[src/slpc_pkg.sv]
// constants for the sdram low-power state control block
package slpc_pkg;
  localparam int unsigned CLK_MHZ            = 25;
  localparam int unsigned CLK_PERIOD_NS      = 1000 / CLK_MHZ;
  localparam int unsigned SR_EXIT_EXTRA_NS   = 10;
  localparam int unsigned REFRESH_CYCLE_NS   = 350;
  localparam int unsigned SR_EXIT_DELAY_NS   = REFRESH_CYCLE_NS + SR_EXIT_EXTRA_NS;
  localparam int unsigned SR_EXIT_DELAY_CYC  = (SR_EXIT_DELAY_NS + CLK_PERIOD_NS - 1) / CLK_PERIOD_NS;
  localparam int unsigned SR_ABORT_DELAY_NS  = 20;
  localparam int unsigned SR_ABORT_DELAY_CYC = (SR_ABORT_DELAY_NS + CLK_PERIOD_NS - 1) / CLK_PERIOD_NS;
  localparam int unsigned SR_LOCK_DELAY_CYC  = 24;
  localparam int unsigned CMD_LAT_CYC        = 3;
  localparam int unsigned DESEL_WIN_CYC      = 4;
  localparam int unsigned PD_EXIT_LAT_CYC    = 3;
  localparam int unsigned OP_BUSY_CYC        = 4;
  localparam int unsigned CNT_W              = 8;
  localparam int unsigned NBANK              = 16;
  localparam int unsigned ABORT_BIT          = 9;
  localparam int unsigned TERM_DIS_BIT       = 5;

  // reg 0x00 rw control, 0x04 ro state
  localparam logic [3:0] ADDR_CTRL  = 4'h0;
  localparam logic [3:0] ADDR_STAT  = 4'h4;
  localparam logic [1:0] RESP_OKAY  = 2'h0;
  localparam logic [1:0] RESP_SLV   = 2'h2;
  // ctrl: bit0 abort enable, bit1 termination buffer disable, bit2 cmd latency mode, bit3 parity/geardown on
  localparam int unsigned CTRL_ABORT = 0;
  localparam int unsigned CTRL_TDIS  = 1;
  localparam int unsigned CTRL_CAL   = 2;
  localparam int unsigned CTRL_PARGD = 3;
  localparam logic [3:0] CTRL_RESET  = 4'h0;

  typedef enum logic [2:0]
  {
    SLPC_IDLE    = 3'b000,
    SLPC_SREF    = 3'b001,
    SLPC_SR_EXIT = 3'b010,
    SLPC_PD_WIN  = 3'b011,
    SLPC_PPD     = 3'b100,
    SLPC_APD     = 3'b101,
    SLPC_PD_EXIT = 3'b110
  } slpc_state_t;
endpackage

[src/slpc_core.sv]
// low-power state control of the sdram device
//
// What this block does
// - decode self refresh entry on command pins
// - clock-gate high with deselect exits self refresh
// - mode bit four[9] selects self refresh abort
// - abort cancels refresh, counter not advanced
// - command latency adds three clocks to exits
// - nop exit needs parity/latency/geardown off
// - clock-gate low with deselect enters power-down
// - running row operation finishes before power-down
// - closed banks precharge pd, else active pd
// - power-down disables buffers except clock/gate/reset
// - term disable bit gates termination input
// - power-down receivers off only after four-clock window; self refresh entry turns them off at once
// - loop stays on; any command after exit latency
// - reset low in power-down forces reset
// - clock-gate high with deselect exits power-down
//
// The AXI4-Lite register port and the address map are this design's own decisions.
`timescale 1ns/100ps
`default_nettype none
module slpc_core
  import slpc_pkg::*;
#(
  parameter int unsigned SR_EXIT_CYC = SR_EXIT_DELAY_CYC
)
(
  input  wire  logic              aclk,
  input  wire  logic              aresetn,
  input  wire  logic              cs_n,
  input  wire  logic              act_n,
  input  wire  logic              ras_n,
  input  wire  logic              cas_n,
  input  wire  logic              we_n,
  input  wire  logic              clock_gate,
  input  wire  logic              termination_control_input,
  input  wire  logic              row_op,
  input  wire  logic [NBANK-1:0]  bank_open,
  input  wire  logic [3:0]        awaddr,
  input  wire  logic              awvalid,
  output logic                    awready,
  input  wire  logic [31:0]       wdata,
  input  wire  logic [3:0]        wstrb,
  input  wire  logic              wvalid,
  output logic                    wready,
  output logic [1:0]              bresp,
  output logic                    bvalid,
  input  wire  logic              bready,
  input  wire  logic [3:0]        araddr,
  input  wire  logic              arvalid,
  output logic                    arready,
  output logic [31:0]             rdata,
  output logic [1:0]              rresp,
  output logic                    rvalid,
  input  wire  logic              rready,
  output logic [2:0]              lp_state,
  output logic                    buffers_on,
  output logic                    receivers_on,
  output logic                    term_sampled,
  output logic                    cmd_ready,
  output logic                    refresh_abort,
  output logic                    nop_exit_ok
);
  initial
  begin
    if (SR_EXIT_CYC + CMD_LAT_CYC >= (1 << CNT_W)) $error("exit delay too long for counter");
  end

  slpc_state_t       st_q, st_d;
  logic [CNT_W-1:0]  cnt_q, cnt_d;
  logic [3:0]        ctrl_q, ctrl_d;
  logic              mr4_abort_q, mr4_abort_d;
  logic              mr5_tdis_q, mr5_tdis_d;
  logic              buf_q, buf_d, rcv_q, rcv_d, term_q, term_d;
  logic              rdy_q, rdy_d, abrt_q, abrt_d, nop_q, nop_d;
  logic              aw_q, aw_d, w_q, w_d, bv_q, bv_d, rv_q, rv_d;
  logic              ws_q, ws_d;
  logic [3:0]        awa_q, awa_d;
  logic [31:0]       wd_q, wd_d, rd_q, rd_d;
  logic [1:0]        br_q, br_d, rr_q, rr_d;
  logic              desel, sre_cmd, exit_ev, lat_cal;
  logic [CNT_W-1:0]  lat_add;

  assign desel   = cs_n;
  assign sre_cmd = !cs_n && !ras_n && !cas_n && !clock_gate && we_n && act_n;
  assign exit_ev = clock_gate && desel;
  assign lat_cal = ctrl_q[CTRL_CAL];
  assign lat_add = lat_cal ? CNT_W'(CMD_LAT_CYC) : '0;

  // axi-lite slave: one write, one read in flight
  always_comb
  begin
    aw_d = aw_q; w_d = w_q; awa_d = awa_q; wd_d = wd_q; ws_d = ws_q;
    bv_d = bv_q; br_d = br_q; rv_d = rv_q; rr_d = rr_q; rd_d = rd_q;
    ctrl_d = ctrl_q;
    if (awvalid && !aw_q && !bv_q)
    begin
      aw_d = 1'b1; awa_d = awaddr;
    end
    if (wvalid && !w_q && !bv_q)
    begin
      w_d = 1'b1; wd_d = wdata; ws_d = wstrb[0];
    end
    if (aw_q && w_q)
    begin
      aw_d = 1'b0; w_d = 1'b0; bv_d = 1'b1;
      br_d = (awa_q == ADDR_CTRL) ? RESP_OKAY : RESP_SLV;
      if (awa_q == ADDR_CTRL && ws_q) ctrl_d = wd_q[3:0];
    end
    if (bv_q && bready) bv_d = 1'b0;
    if (arvalid && !rv_q)
    begin
      rv_d = 1'b1; rr_d = RESP_OKAY; rd_d = '0;
      case (araddr)
        ADDR_CTRL: rd_d = {28'h0000000, ctrl_q};
        ADDR_STAT: rd_d = {24'h000000, nop_q, abrt_q, rdy_q, rcv_q, buf_q, st_q};
        default:   rr_d = RESP_SLV;
      endcase
    end
    else if (rv_q && rready) rv_d = 1'b0;
  end
  // byte enable captured with the data beat; the master may drop it once taken
  always_ff @(posedge aclk)
  begin
    if (!aresetn)
    begin
      aw_q <= 1'b0; w_q <= 1'b0; awa_q <= 4'h0; wd_q <= 32'h00000000;
      bv_q <= 1'b0; br_q <= RESP_OKAY; rv_q <= 1'b0; rr_q <= RESP_OKAY;
      rd_q <= 32'h00000000; ctrl_q <= CTRL_RESET; ws_q <= 1'b0;
    end
    else
    begin
      aw_q <= aw_d; w_q <= w_d; awa_q <= awa_d; wd_q <= wd_d;
      bv_q <= bv_d; br_q <= br_d; rv_q <= rv_d; rr_q <= rr_d;
      rd_q <= rd_d; ctrl_q <= ctrl_d; ws_q <= ws_d;
    end
  end
  assign awready = !aw_q && !bv_q;
  assign wready  = !w_q && !bv_q;
  assign bvalid  = bv_q;
  assign bresp   = br_q;
  assign arready = !rv_q;
  assign rvalid  = rv_q;
  assign rresp   = rr_q;
  assign rdata   = rd_q;

  // low-power state machine
  always_comb
  begin
    st_d = st_q; cnt_d = cnt_q;
    mr4_abort_d = ctrl_q[CTRL_ABORT];
    mr5_tdis_d  = ctrl_q[CTRL_TDIS];
    buf_d = buf_q; rcv_d = rcv_q; rdy_d = rdy_q; abrt_d = 1'b0;
    nop_d = !ctrl_q[CTRL_PARGD] && !lat_cal;
    term_d = term_q;
    case (st_q)
      SLPC_IDLE:
      begin
        rdy_d = 1'b1;
        if (sre_cmd)
        begin
          st_d = SLPC_SREF; rdy_d = 1'b0; buf_d = 1'b0; rcv_d = 1'b0;
        end
        else if (!clock_gate && desel)
        begin
          st_d = SLPC_PD_WIN; rdy_d = 1'b0; cnt_d = CNT_W'(DESEL_WIN_CYC - 1);
        end
      end
      SLPC_SREF:
        if (exit_ev)
        begin
          st_d = SLPC_SR_EXIT; buf_d = 1'b1; rcv_d = 1'b1;
          abrt_d = mr4_abort_q;
          cnt_d = (mr4_abort_q ? CNT_W'(SR_ABORT_DELAY_CYC) : CNT_W'(SR_EXIT_CYC)) + lat_add - 1'b1;
        end
      SLPC_SR_EXIT:
        if (cnt_q == '0) st_d = SLPC_IDLE;
        else cnt_d = cnt_q - 1'b1;
      SLPC_PD_WIN:
        if (cnt_q != '0) cnt_d = cnt_q - 1'b1;
        else if (!row_op)
        begin
          st_d = (|bank_open) ? SLPC_APD : SLPC_PPD;
          buf_d = 1'b0; rcv_d = 1'b0;
        end
      SLPC_PPD, SLPC_APD:
        if (exit_ev)
        begin
          st_d = SLPC_PD_EXIT; buf_d = 1'b1; rcv_d = 1'b1;
          cnt_d = CNT_W'(PD_EXIT_LAT_CYC - 1) + lat_add;
        end
      SLPC_PD_EXIT:
        if (cnt_q == '0) st_d = SLPC_IDLE;
        else cnt_d = cnt_q - 1'b1;
      default: st_d = SLPC_IDLE;
    endcase
    if ((st_q == SLPC_PPD || st_q == SLPC_APD) && mr5_tdis_q) term_d = 1'b0;
    else term_d = termination_control_input;
  end
  // reset wins in any state, including power-down
  always_ff @(posedge aclk)
  begin
    if (!aresetn)
    begin
      st_q <= SLPC_IDLE; cnt_q <= '0; mr4_abort_q <= 1'b0; mr5_tdis_q <= 1'b0;
      buf_q <= 1'b1; rcv_q <= 1'b1; term_q <= 1'b0; rdy_q <= 1'b0;
      abrt_q <= 1'b0; nop_q <= 1'b0;
    end
    else
    begin
      st_q <= st_d; cnt_q <= cnt_d; mr4_abort_q <= mr4_abort_d; mr5_tdis_q <= mr5_tdis_d;
      buf_q <= buf_d; rcv_q <= rcv_d; term_q <= term_d; rdy_q <= rdy_d;
      abrt_q <= abrt_d; nop_q <= nop_d;
    end
  end
  assign lp_state      = st_q;
  assign buffers_on    = buf_q;
  assign receivers_on  = rcv_q;
  assign term_sampled  = term_q;
  assign cmd_ready     = rdy_q;
  assign refresh_abort = abrt_q;
  assign nop_exit_ok   = nop_q;

  property p_sre;
    @(posedge aclk) disable iff (!aresetn) (st_q == SLPC_IDLE && sre_cmd) |=> st_q == SLPC_SREF;
  endproperty
  a_sre: assert property (p_sre) else $error("self refresh entry missed");
  property p_srx;
    @(posedge aclk) disable iff (!aresetn) (st_q == SLPC_SREF && exit_ev) |=> st_q == SLPC_SR_EXIT;
  endproperty
  a_srx: assert property (p_srx) else $error("self refresh exit missed");
  property p_abort;
    @(posedge aclk) disable iff (!aresetn) (st_q == SLPC_SREF && exit_ev) |=> refresh_abort == $past(mr4_abort_q);
  endproperty
  a_abort: assert property (p_abort) else $error("abort flag wrong");
  property p_pde;
    @(posedge aclk) disable iff (!aresetn) (st_q == SLPC_IDLE && !sre_cmd && !clock_gate && desel) |=> st_q == SLPC_PD_WIN;
  endproperty
  a_pde: assert property (p_pde) else $error("power-down entry missed");
  property p_win;
    @(posedge aclk) disable iff (!aresetn) $rose(st_q == SLPC_PD_WIN) |-> receivers_on [*4];
  endproperty
  a_win: assert property (p_win) else $error("receivers off too early");
  property p_bank;
    @(posedge aclk) disable iff (!aresetn)
      (st_q == SLPC_PD_WIN && cnt_q == '0 && !row_op) |=> st_q == ($past(|bank_open) ? SLPC_APD : SLPC_PPD);
  endproperty
  a_bank: assert property (p_bank) else $error("wrong power-down kind");
  property p_row;
    @(posedge aclk) disable iff (!aresetn) (st_q == SLPC_PD_WIN && row_op) |=> st_q == SLPC_PD_WIN;
  endproperty
  a_row: assert property (p_row) else $error("entered low power too early");
  property p_buf;
    @(posedge aclk) disable iff (!aresetn) (st_q == SLPC_PPD || st_q == SLPC_APD) |-> !buffers_on;
  endproperty
  a_buf: assert property (p_buf) else $error("buffers on in power-down");
  property p_pdx;
    @(posedge aclk) disable iff (!aresetn)
      ((st_q == SLPC_PPD || st_q == SLPC_APD) && exit_ev && !lat_cal) |=> ##3 st_q == SLPC_IDLE;
  endproperty
  a_pdx: assert property (p_pdx) else $error("power-down exit latency wrong");
  property p_rst;
    @(posedge aclk) !aresetn |=> st_q == SLPC_IDLE;
  endproperty
  a_rst: assert property (p_rst) else $error("reset did not clear state");

  // termination, buffer, window, busy, ready and exit-length checks on the registered state
  property p_term;
    @(posedge aclk) disable iff (!aresetn) ((st_q == SLPC_PPD || st_q == SLPC_APD) && mr5_tdis_q) |=> !term_sampled;
  endproperty
  a_term: assert property (p_term) else $error("termination not gated in power-down");
  property p_srbuf;
    @(posedge aclk) disable iff (!aresetn) st_q == SLPC_SREF |-> !buffers_on && !receivers_on;
  endproperty
  a_srbuf: assert property (p_srbuf) else $error("buffers on in self refresh");
  property p_desel;
    @(posedge aclk) disable iff (!aresetn) st_q == SLPC_PD_WIN |-> buffers_on && receivers_on;
  endproperty
  a_desel: assert property (p_desel) else $error("receivers off inside deselect window");
  property p_busy;
    @(posedge aclk) disable iff (!aresetn) st_q != SLPC_IDLE |-> !cmd_ready;
  endproperty
  a_busy: assert property (p_busy) else $error("commands accepted outside idle");
  property p_ready;
    @(posedge aclk) disable iff (!aresetn) (st_q == SLPC_IDLE && clock_gate) |=> cmd_ready;
  endproperty
  a_ready: assert property (p_ready) else $error("idle without command ready");
  property p_srlen;
    @(posedge aclk) disable iff (!aresetn) (st_q == SLPC_SREF && exit_ev && !mr4_abort_q && !lat_cal)
      |=> st_q == SLPC_SR_EXIT && cnt_q == CNT_W'(SR_EXIT_CYC - 1);
  endproperty
  a_srlen: assert property (p_srlen) else $error("self refresh exit delay wrong");
  property p_pdcal;
    @(posedge aclk) disable iff (!aresetn)
      ((st_q == SLPC_PPD || st_q == SLPC_APD) && exit_ev && lat_cal) |=> ##6 st_q == SLPC_IDLE;
  endproperty
  a_pdcal: assert property (p_pdcal) else $error("latency-mode exit delay wrong");
endmodule
`default_nettype wire

[config.mk]
export PLATFORM = sky130hd
export DESIGN_NAME = slpc_core
export DESIGN_NICKNAME = d
export VERILOG_FILES = /design/src/slpc_pkg.sv /design/src/slpc_core.sv
export SDC_FILE = /design/constraint.sdc
export NUM_CORES = 1
export LEC_CHECK = 0
export CORE_MARGIN = 1.5
export CORE_UTILIZATION = 44
export DETAILED_ROUTE_END_ITERATION = 10
export DONT_BUFFER_PORTS = 1
export PLACE_DENSITY = 0.71
export SLEW_MARGIN = 10
export SYNTH_ARGS = -nofsm -noshare
export SYNTH_HDL_FRONTEND = slang
export SYNTH_SLANG_ARGS = --single-unit
[constraint.sdc]
create_clock -name aclk -period 1.67 [get_ports aclk]
set_input_delay 0.4175 -clock aclk [delete_from_list [all_inputs] [get_ports aclk]]
set_output_delay 0.4175 -clock aclk [all_outputs]
set_load 0.02 [all_outputs]
==> results of run 1 <==
==> state kept, by name, summed over array words and instances, names as in the netlist, 3 cells and up <==
signal	count
cnt_q	8
rdata	8
awa_q	4
ctrl_q	4
wd_q	4
lp_state	3
==> cells by family after synthesis <==
family,synth area share [%]
buffers and inverters,12.4
adders and majority gates,0.538
and+or+nand+nor,24.4
other,0.161
AOI/OAI and AO/OA,16.0
muxes,7.80
DFF,38.7
==> metal layers <==
| layer | global-route usage (%) | part of all wire [%] | routed length (um) |
|---|---|---|---|
| met1 | 21.8 | 41 | 2050 |
| met2 | 28.8 | 51 | 2540 |
| met3 | 5.42 | 6.8 | 343 |
| met4 | 8.33 | 1.7 | 85 |
| met5 | 0 | 0 | 0 |
==> metrics by stage <==
stage | total power (W) | area (um2)
floorplan | 0.00239 | 2420
global route | 0.00391 | 2600
finish | 0.00367 | 2600
CTS | 0.00356 | 2540
detailed placement | 0.00283 | 2440
global placement | 0.00279 | 2440
==> cells in the mapped netlist, drive strengths merged, types with 2 or more instances <==
| library cell | n | area [um2] |
|---|---|---|
| a211oi | 3 | 22.5 |
| a21o | 2 | 15.0 |
| a21oi | 27 | 139 |
| a31oi | 4 | 25.0 |
| and2 | 7 | 43.8 |
| buf | 30 | 224 |
| clkbuf | 10 | 37.5 |
| dfxtp | 45 | 901 |
| inv | 6 | 22.5 |
| mux2i | 17 | 170 |
| nand2 | 27 | 104 |
| nand2b | 3 | 18.8 |
| nand3 | 13 | 65.1 |
| nand3b | 2 | 15.0 |
| nor2 | 29 | 109 |
| nor2b | 3 | 18.8 |
| nor3 | 12 | 65.1 |
| nor4 | 6 | 37.5 |
| o211ai | 3 | 22.5 |
| o21ai | 8 | 43.8 |
| o311ai | 2 | 17.5 |
| o31ai | 3 | 22.5 |
| or4 | 3 | 22.5 |
==> power by group through the flow <==
stage	logic, W	registers [W]	clock network, W
6_report	0.00161	0.00135	0.000709
5_1_grt	0.00176	0.00136	0.000784
4_1_cts	0.00149	0.00134	0.000734
3_5_place_dp	0.00146	0.00136	0
3_3_place_gp	0.00143	0.00136	0
2_1_floorplan	0.00102	0.00137	0
==> path summary, 6_finish.rpt <==
path / startpoint / to / slack (ns) / depth (start not counted)
setup / recovery: lp_state[1] / cnt_q[2] / 0.03 / 6
hold reg to reg: mr5_tdis_q / term_sampled / 0.40 / 1
setup reg to reg: lp_state[1] / cnt_q[2] / 0.03 / 6
hold / removal: aresetn / receivers_on / 0.19 / 1
==> final cells by class <==
class	instances	area share [%]
inverter	7	1.01
sequential	45	34.8
clock inverter	3	0.964
clock buffer	5	2.65
multi-input combinational	215	49.1
tap	70	3.37
timing repair buffer	28	8.10
==> timing repair <==
action / CTS / global route
resized for setup: 1 / 11
buffers inserted: 0 / 2
setup endpoints to repair: 1 / 8
pin swaps: 0 / 3
==> summary.md, run 1 <==
| Metric | Value |
|---|---|
| Peak VDD IR | `553 uV` |
| CP max-delay cell | `dfxtp_1` |
| Outcome | `completed` |
| Combinational share of power | `43.9%` |
| Fin util | `approximately 50%` |
| Core box area | `5110 um2` |
| Layout cells sized above 1 | `17.5%` |
| Setup TNS | `0 ns` |
| P_sw | `about 0.0015 W` |
| EDFF count, synth | `0` |
| # diodes | `0` |
| Minimum clock period | `1.64 ns` |
| Dpl ws | `0.0141 ns` |
| Main synth FF type | `dfxtp_1` |
| GRT overflow | `0` |
| Avg Cell Area, Syn | `8.25 um2` |
| CTS max path bufs | `2` |
| Total number of vias | `between 1500 and 2000` |
| DP HPWL | `3770 um` |
| Reg power frac | `between 30 and 40%` |
| Die W | `75.7 um` |
| Num CTS Buffers | `5` |
| Number of clock sinks | `45` |
| I/O Pins | `125` |
| Multi-input logic area | `1270 um2` |
| Iter 0 DRT Violations | `73` |
| CP arrival | `1.86 ns` |
| Syn Std Cell Area | `2330 um2` |
| Die Span Y | `75.7 um` |
| Initial core utilization | `45.5%` |
| Pin count of the biggest net entering global routing | `35` |
| DRC viols | `0` |
| Sequential share of the synthesized area | `38.7%` |
| Leak | `1.04 nW` |
| CTS tree | `built` |
| Distinct cells, synth | `46` |
| Final Non-Filler Cells | `373` |
| Post-Place Cells | `approximately 360` |
| Critical path class | `flip-flop to flip-flop` |
| H-tree Lvls | `2` |
| Tot GR Track Use | `between 10% and 20%` |
| Clock skew | `0.00799 ns` |
| Clk_lat worst skew | `0.31 ns` |
| Hold Violations, Final | `0` |
| GPL Wtd Cong | `0.809` |
| Crit-path max FO | `8` |
| CTS clock-pin slew for the worst setup and hold paths | `0.09 ns` |
| Async set-or-reset flop fraction in the synthesized netlist | `0%` |
| Post-Route WL | `5020 um` |
| Hold WC Path Type | `input port to flip-flop` |
| Die Area | `5730 um2` |
| P per Cell Area | `about 1400 nW/um2` |
| Register area | `903 um2` |
| Final WS setup | `~0.033 ns` |
| Bufs and invs on worst path | `2` |
| Post-Synthesis Cells | `282` |
| Vias in the first global route | `roughly 1700` |
| Crit path cell chain | `inv_1 > a21oi_2 > buf_4 > nand3b_1 > a21boi_0 > o31ai_1` |
| Net Sw Frac | `between 30% and 40%` |
| Hold buffers post-CTS | `0` |
| Clock Power Share | `19.3%` |
| Final setup vio count | `0` |
| Ys Warns | `0` |
| CP Data Required Time | `1.89 ns` |
| FP Rows | `26` |
| # fillers | `505` |
| PortBufs | `0` |
| Nets | `378` |
| Max-slew violation count | `0` |
| Final period utilization | `a little over nine tenths` |
| CP top delay family | `compound AO/OA/AOI/OAI gates` |
| Commonest non-fill, non-tap cell in the layout | `dfxtp_1` |
| Max Cap Violations | `0` |
| Post-DR vias/cell | `5.16` |
| Worst hold margin | `0.188 ns` |
| CP endpoint kind | `flip-flop` |
| First-pass GRT wire length | `approximately 7600 um` |
| Final ANT Viol Nets | `0` |
| Wire per inst | `13.5 um` |
| Drt pass-1 iters | `4` |
| Worst Setup Start Kind | `flip-flop` |
| CP max stage delay | `0.50 ns` |
| Initial antenna violation count | `0` |
| Synth Register Bits | `between 40 and 50` |
| Most frequent cells in the layout | `dfxtp_1 (43), nor2_1 (29), buf_4 (28)` |
| Int Pwr | `~0.0022 W` |
| Root Driver | `clkbuf_8` |
| Fmax | `0.611 GHz` |
| P&R area growth vs syn | `11.6%` |
Power figures use the tool's default switching activity.
==> run 2: changes to the inputs <==
--- a/config.mk
+++ b/config.mk
@@ -5,11 +5,13 @@
 export SDC_FILE = /design/constraint.sdc
 export NUM_CORES = 1
 export LEC_CHECK = 0
+export CELL_PAD_IN_SITES_DETAIL_PLACEMENT = 1
+export CELL_PAD_IN_SITES_GLOBAL_PLACEMENT = 2
 export CORE_MARGIN = 1.5
-export CORE_UTILIZATION = 44
+export CORE_UTILIZATION = 30
 export DETAILED_ROUTE_END_ITERATION = 10
 export DONT_BUFFER_PORTS = 1
-export PLACE_DENSITY = 0.71
+export PLACE_DENSITY = 0.84
 export SLEW_MARGIN = 10
 export SYNTH_ARGS = -nofsm -noshare
 export SYNTH_HDL_FRONTEND = slang
==> constraint.sdc (replaced) <==
create_clock -name aclk -period 1.4 [get_ports aclk]
set_input_delay 0.35 -clock aclk [delete_from_list [all_inputs] [get_ports aclk]]
set_output_delay 0.35 -clock aclk [all_outputs]
set_load 0.02 [all_outputs]
==> run 2 against run 1 <==
Effect of this change:
- sequential cell count did not move
- final cell count rose by 13%
- core utilization fell by 11 points
- design area rose by 13%
- critical path depth rose by 2
- count of clock-buffer cells in the layout rose by 2
- power rose by 36%
- die area rose by 45%
- sequential share of layout area fell by 3.4 points
- maximum frequency rose by 1.5%
- the flow now finishes with violations (negative setup slack)
- combinational power rose by 50%
==> summary.md, run 2 (synthesized netlist as in run 1, its figures left out) <==
| Metric | Value |
|---|---|
| Die Area | `8290 um2 (+45%)` |
| I/O Pins | `125 (unchanged)` |
| Outcome | `finished, violations left` |
| Final period utilization | `115% (+17 points)` |
| Num CTS Buffers | `5 (unchanged)` |
| Drt pass-1 iters | `4 (unchanged)` |
| Initial core utilization | `31.6% (-14 points)` |
| CTS max path bufs | `2 (unchanged)` |
| Failing checks | `negative setup slack` |
| Post-Place Cells | `408 (+12%)` |
| First-pass GRT wire length | `9890 um (+29%)` |
| CP arrival | `1.85 ns (about the same)` |
| DRC viols | `0 (unchanged)` |
| Final Non-Filler Cells | `423 (+13%)` |
| Worst Setup Start Kind | `flip-flop` |
| Post-Route WL | `6180 um (+23%)` |
| Initial antenna violation count | `0 (unchanged)` |
| Critical path class | `flip-flop to flip-flop` |
| Fmax | `0.620 GHz (+1.5%)` |
| Hold Violations, Final | `0 (unchanged)` |
| Die W | `91.1 um (+20%)` |
| Crit path cell chain | `inv_2 > ha_4 > nor4b_4 > nand2_2 > buf_6 > nor2_2 > or4_4 > o21ai_2` |
| Tot GR Track Use | `14.6% (-3.2 points)` |
| Levels on crit path | `8 (+2)` |
| Commonest non-fill, non-tap cell in the layout | `buf_4` |
| GPL Wtd Cong | `0.817 (+1.1%)` |
| CP max-delay cell | `or4_4` |
| CTS clock-pin slew for the worst setup and hold paths | `0.09 ns (about the same)` |
| Root Driver | `clkbuf_8` |
| Pin count of the biggest net entering global routing | `22 (-37%)` |
| Crit-path max FO | `3 (-5)` |
| Layout cells sized above 1 | `29.9% (+12 points)` |
| Clock skew | `0.0120 ns (+0.00396 ns)` |
| Bufs and invs on worst path | `2 (unchanged)` |
| RSZ-0062 raised after global routing | `yes` |
| P per Cell Area | `1700 nW/um2 (+20%)` |
| Nets | `399 (+5.6%)` |
| Max Cap Violations | `0 (unchanged)` |
| Most frequent cells in the layout | `buf_4 (45), dfxtp_1 (38), conb_1 (26)` |
| Worst hold margin | `0.135 ns (-0.0522 ns)` |
| Vias in the first global route | `2055 (+22%)` |
| Die Span Y | `91.1 um (+20%)` |
| Final ANT Viol Nets | `0 (unchanged)` |
| Reg2Reg Depth | `8 (+2)` |
| H-tree Lvls | `2 (unchanged)` |
| CTS tree | `built` |
| Hold path cells | `1 (unchanged)` |
| CP max stage delay | `0.53 ns (+0.03 ns)` |
| Final setup vio count | `16 (+16)` |
| Total number of vias | `2038 (+6.0%)` |
| Final WS setup | `-0.212 ns (-0.245 ns)` |
| # diodes | `0 (unchanged)` |
| Overall Power | `0.00497 W (+36%)` |
| Clk_lat worst skew | `0.30 ns (about the same)` |
| CP Data Required Time | `1.64 ns (-0.25 ns)` |
| PortBufs | `0 (unchanged)` |
| Max-slew violation count | `0 (unchanged)` |
| Iter 0 DRT Violations | `91 (+25%)` |
| CP endpoint kind | `flip-flop` |
| Hold buffers post-CTS | `0 (unchanged)` |
| Peak VDD IR | `682 uV (+23%)` |
| P&R area growth vs syn | `25.6%` |
| Minimum clock period | `1.61 ns (-0.0245 ns)` |
| GRT overflow | `0 (unchanged)` |
| DP HPWL | `4700 um (+24%)` |
| Number of clock sinks | `45 (unchanged)` |
| Post-DR vias/cell | `4.82 (-6.5%)` |
| FP Rows | `31 (+19%)` |
| Leak | `1.18 nW (+13%)` |
| Wire per inst | `14.6 um (+8.6%)` |
| CP top delay family | `simple AND/OR/NAND/NOR gates` |
| Hold WC Path Type | `input port to flip-flop` |
| Core box area | `7370 um2 (+44%)` |
| # fillers | `925 (+83%)` |
[run 2: worst reg2reg max path, delay by kind of cell, from the launching register on]
kind	cells	cell delay, ns
DFF	1	0.34
adders and majority gates	1	0.15
buffers and inverters	2	0.18
AOI/OAI and AO/OA	1	0.07
and+or+nand+nor	4	0.80
[run 2: area by class of cell]
class / count / area (um2) / share of cell area [%]
Multi-Input combinational cell: 215 / 1370 / 46.7
Clock buffer: 7 / 97.6 / 3.34
Tap cell: 99 / 124 / 4.24
Clock inverter: 1 / 8.76 / 0.300
Inverter: 7 / 26.3 / 0.899
Sequential cell: 45 / 917 / 31.4
Timing Repair Buffer: 49 / 383 / 13.1
[run 2: power breakdown]
group / internal (W) / total (W) / switching (W) / leakage [nW]
clock network: 0.000465 / 0.000928 / 0.000464 / 0.0536
logic: 0.00117 / 0.00242 / 0.00125 / 0.753
registers: 0.00144 / 0.00162 / 0.000180 / 0.371
[run 2: stage by stage]
stage,setup slack [ns],instance area [um2],util (%),setup TNS (ns)
floorplan,-0.113,2480,-,-0.267
global placement,-0.220,2650,35.9,-1.12
detailed placement,-0.310,2650,35.9,-1.75
CTS,-0.257,2850,38.7,-1.70
global route,-0.301,2920,39.6,-3.12
finish,-0.212,2920,39.6,-1.53
[run 2: timing repair]
item | in CTS | in global routing
buffers inserted | 5 | 2
pin swaps | 17 | 9
resized for setup | 18 | 13
endpoints found under the setup margin | 15 | 17
[run 2: routing by layer]
metal	vias up	routed length [um]	GRT usage [%]
met4	0	154	5.47
met1	966	2630	16.5
li1	1018	-	-
met5	-	0	0
met3	12	202	3.35
met2	42	3190	26.4
[run 2: worst paths after layout]
path / slack, ns / to / start
max: -0.21 / cnt_q[3] / cnt_q[0]
min: 0.14 / rvalid / rready
max reg2reg: -0.21 / cnt_q[3] / cnt_q[0]
min reg2reg: 0.42 / term_sampled / mr5_tdis_q
==> run 3: changes to the inputs <==
--- a/config.mk
+++ b/config.mk
@@ -7,11 +7,13 @@
 export LEC_CHECK = 0
 export CELL_PAD_IN_SITES_DETAIL_PLACEMENT = 1
 export CELL_PAD_IN_SITES_GLOBAL_PLACEMENT = 2
+export CORE_ASPECT_RATIO = 2
 export CORE_MARGIN = 1.5
 export CORE_UTILIZATION = 30
 export DETAILED_ROUTE_END_ITERATION = 10
 export DONT_BUFFER_PORTS = 1
 export PLACE_DENSITY = 0.84
+export REMOVE_ABC_BUFFERS = 1
 export SLEW_MARGIN = 10
 export SYNTH_ARGS = -nofsm -noshare
 export SYNTH_HDL_FRONTEND = slang
==> run 3 against run 2 <==
Effect of this change:
- the flow still finishes with violations (negative setup slack)
- sequential power hardly changed
- register-to-register slack hardly changed
- clock skew is 0.0060 ns lower
- global-route usage is 2.4 points higher
- final cell count is 0.24% lower
- critical path depth is 2 lower
- combinational power is 3% higher
- critical endpoint is now lp_state[2]
==> summary.md, run 3 (synthesized netlist as in run 1, its figures left out) <==
| Metric | Value |
|---|---|
| Post-Route WL | `6880 um (+11%)` |
| Pin count of the biggest net entering global routing | `35 (+59%)` |
| Nets | `403 (+1.0%)` |
| Failing checks | `negative setup slack` |
| DRC viols | `0 (unchanged)` |
| I/O Pins | `125 (unchanged)` |
| CTS clock-pin slew for the worst setup and hold paths | `0.06 ns (-0.03 ns)` |
| Hold path start | `aresetn` |
| Die W | `65.3 um (-28%)` |
| Core box area | `7540 um2 (+2.4%)` |
| Top Metal Used | `met4` |
| H-tree Lvls | `2 (unchanged)` |
| GRT overflow | `0 (unchanged)` |
| Num CTS Buffers | `5 (unchanged)` |
| CP arrival | `1.82 ns (-0.03 ns)` |
| Outcome | `finished, violations left` |
| # diodes | `0 (unchanged)` |
| Routed length on met3 | `340 um (+68%)` |
| FP Rows | `45 (+45%)` |
| Routed wl met2 | `4160 um (+30%)` |
| Max Cap Violations | `0 (unchanged)` |
| CP endpoint kind | `flip-flop` |
| # fillers | `926 (+0.11%)` |
| Hold WC Path Type | `input port to flip-flop` |
| RSZ-0062 raised after global routing | `yes` |
| Die Span Y | `128 um (+40%)` |
| CTS max path bufs | `2 (unchanged)` |
| Hold Violations, Final | `0 (unchanged)` |
| Die Area | `8320 um2 (+0.39%)` |
| P&R area growth vs syn | `27.7%` |
| Total number of vias | `2126 (+4.3%)` |
| Initial antenna violation count | `0 (unchanged)` |
| Post-Place Cells | `406 (-0.49%)` |
| Wire per inst | `16.3 um (+12%)` |
| Clock skew | `0.00596 ns (-0.00600 ns)` |
| Max-slew violation count | `0 (unchanged)` |
| Final ANT Viol Nets | `0 (unchanged)` |
| Vias in the first global route | `2261 (+10%)` |
| Final period utilization | `114% (-0.79 points)` |
| Iter 0 DRT Violations | `22 (-76%)` |
| Number of clock sinks | `45 (unchanged)` |
| Layout cells sized above 1 | `28.7% (-1.3 points)` |
| First-pass GRT wire length | `10800 um (+8.9%)` |
| Worst hold margin | `0.133 ns (-0.00288 ns)` |
| PortBufs | `0 (unchanged)` |
| Root Driver | `clkbuf_16` |
| Placed Area | `2630 um2 (-0.76%)` |
| Commonest non-fill, non-tap cell in the layout | `buf_4` |
| GPL Wtd Cong | `0.755 (-7.6%)` |
| Final Non-Filler Cells | `422 (-0.24%)` |
| Post-DR vias/cell | `5.04 (+4.6%)` |
| Met1 wire length | `2110 um (-20%)` |
| P per Cell Area | `1800 nW/um2 (+5.9%)` |
| Minimum clock period | `1.60 ns (-0.0110 ns)` |
| Tot GR Track Use | `17.0% (+2.4 points)` |
| Critical path class | `flip-flop to flip-flop` |
| Drt pass-1 iters | `4 (unchanged)` |
| Most frequent cells in the layout | `buf_4 (48), dfxtp_1 (40), nor2_1 (28)` |
| Reg-to-Reg Start | `cnt_q[0]` |
| Leak | `1.24 nW (+5.0%)` |
| DP HPWL | `5180 um (+10%)` |
| Fin util | `39.4% (-0.27 points)` |
| Dpl ws | `-0.279 ns (+0.0310 ns)` |
| Crit path from | `cnt_q[0]` |
| CTS tree | `built` |
| CP Data Required Time | `1.62 ns (-0.02 ns)` |
| Fmax | `0.624 GHz (+0.69%)` |
| Crit-path max FO | `4 (+1)` |
| Initial core utilization | `30.8% (-0.73 points)` |
| Peak VDD IR | `954 uV (+40%)` |
| Clk_lat worst skew | `0.29 ns (about the same)` |
| Hold buffers post-CTS | `0 (unchanged)` |
| Worst Setup Start Kind | `flip-flop` |
| Final WS setup | `-0.201 ns (+0.0110 ns)` |
| Design Area, Final | `2970 um2 (+1.7%)` |
| Final setup vio count | `16 (unchanged)` |
-- run 3: what timing repair did --
item | in CTS | in global routing
resized for setup | 29 | 12
setup buffers | 6 | 3
setup endpoints to repair | 16 | 16
cloned | 0 | 0
pin swaps | 19 | 11
-- run 3: through the flow --
step	power, W	TNS, ns
4_1_cts	0.00531	-1.96
3_3_place_gp	0.00367	-2.21
2_1_floorplan	0.00274	-2.69
6_report	0.00535	-1.62
5_1_grt	0.00565	-2.57
3_5_place_dp	0.00371	-2.86
-- run 3: final cells by class --
class	count	area [um2]	area share (%)
inverter	7	26.3	0.885
tap	94	118	3.96
sequential	45	912	30.7
clock buffer	7	153	5.14
clock inverter	1	5.00	0.168
multi-input combinational	215	1330	44.8
timing repair buffer	53	425	14.3
-- run 3: worst max-delay path, cell delays in order, from the launching register on --
cell and delay [ns]:
dfxtp_2 0.33, inv_2 0.08, ha_4 0.14, nor4b_4 0.24
nand2_2 0.15, or4_1 0.48, a21oi_1 0.12
-- run 3: worst paths after layout --
path	to	slack [ns]	depth (start not counted)
worst max-delay path	lp_state[2]	-0.20	6
worst min-delay path	receivers_on	0.13	1
worst max register to register	lp_state[2]	-0.20	6
worst min register to register	term_sampled	0.41	1
-- run 3: where the power goes --
group          internal [W]  total (W)  switching [W]  leakage [nW]
Clock              0.000756    0.00126       0.000500        0.0799
Sequential          0.00143    0.00161       0.000175         0.370
Combinational       0.00121    0.00249        0.00128         0.786
-- run 3: metal layers --
| layer | vias up | track usage (%) |
|---|---|---|
| met5 | - | 0 |
| met4 | 0 | 10.2 |
| met3 | 19 | 4.23 |
| met2 | 63 | 33.7 |
| met1 | 1017 | 14.0 |
| li1 | 1027 | - |
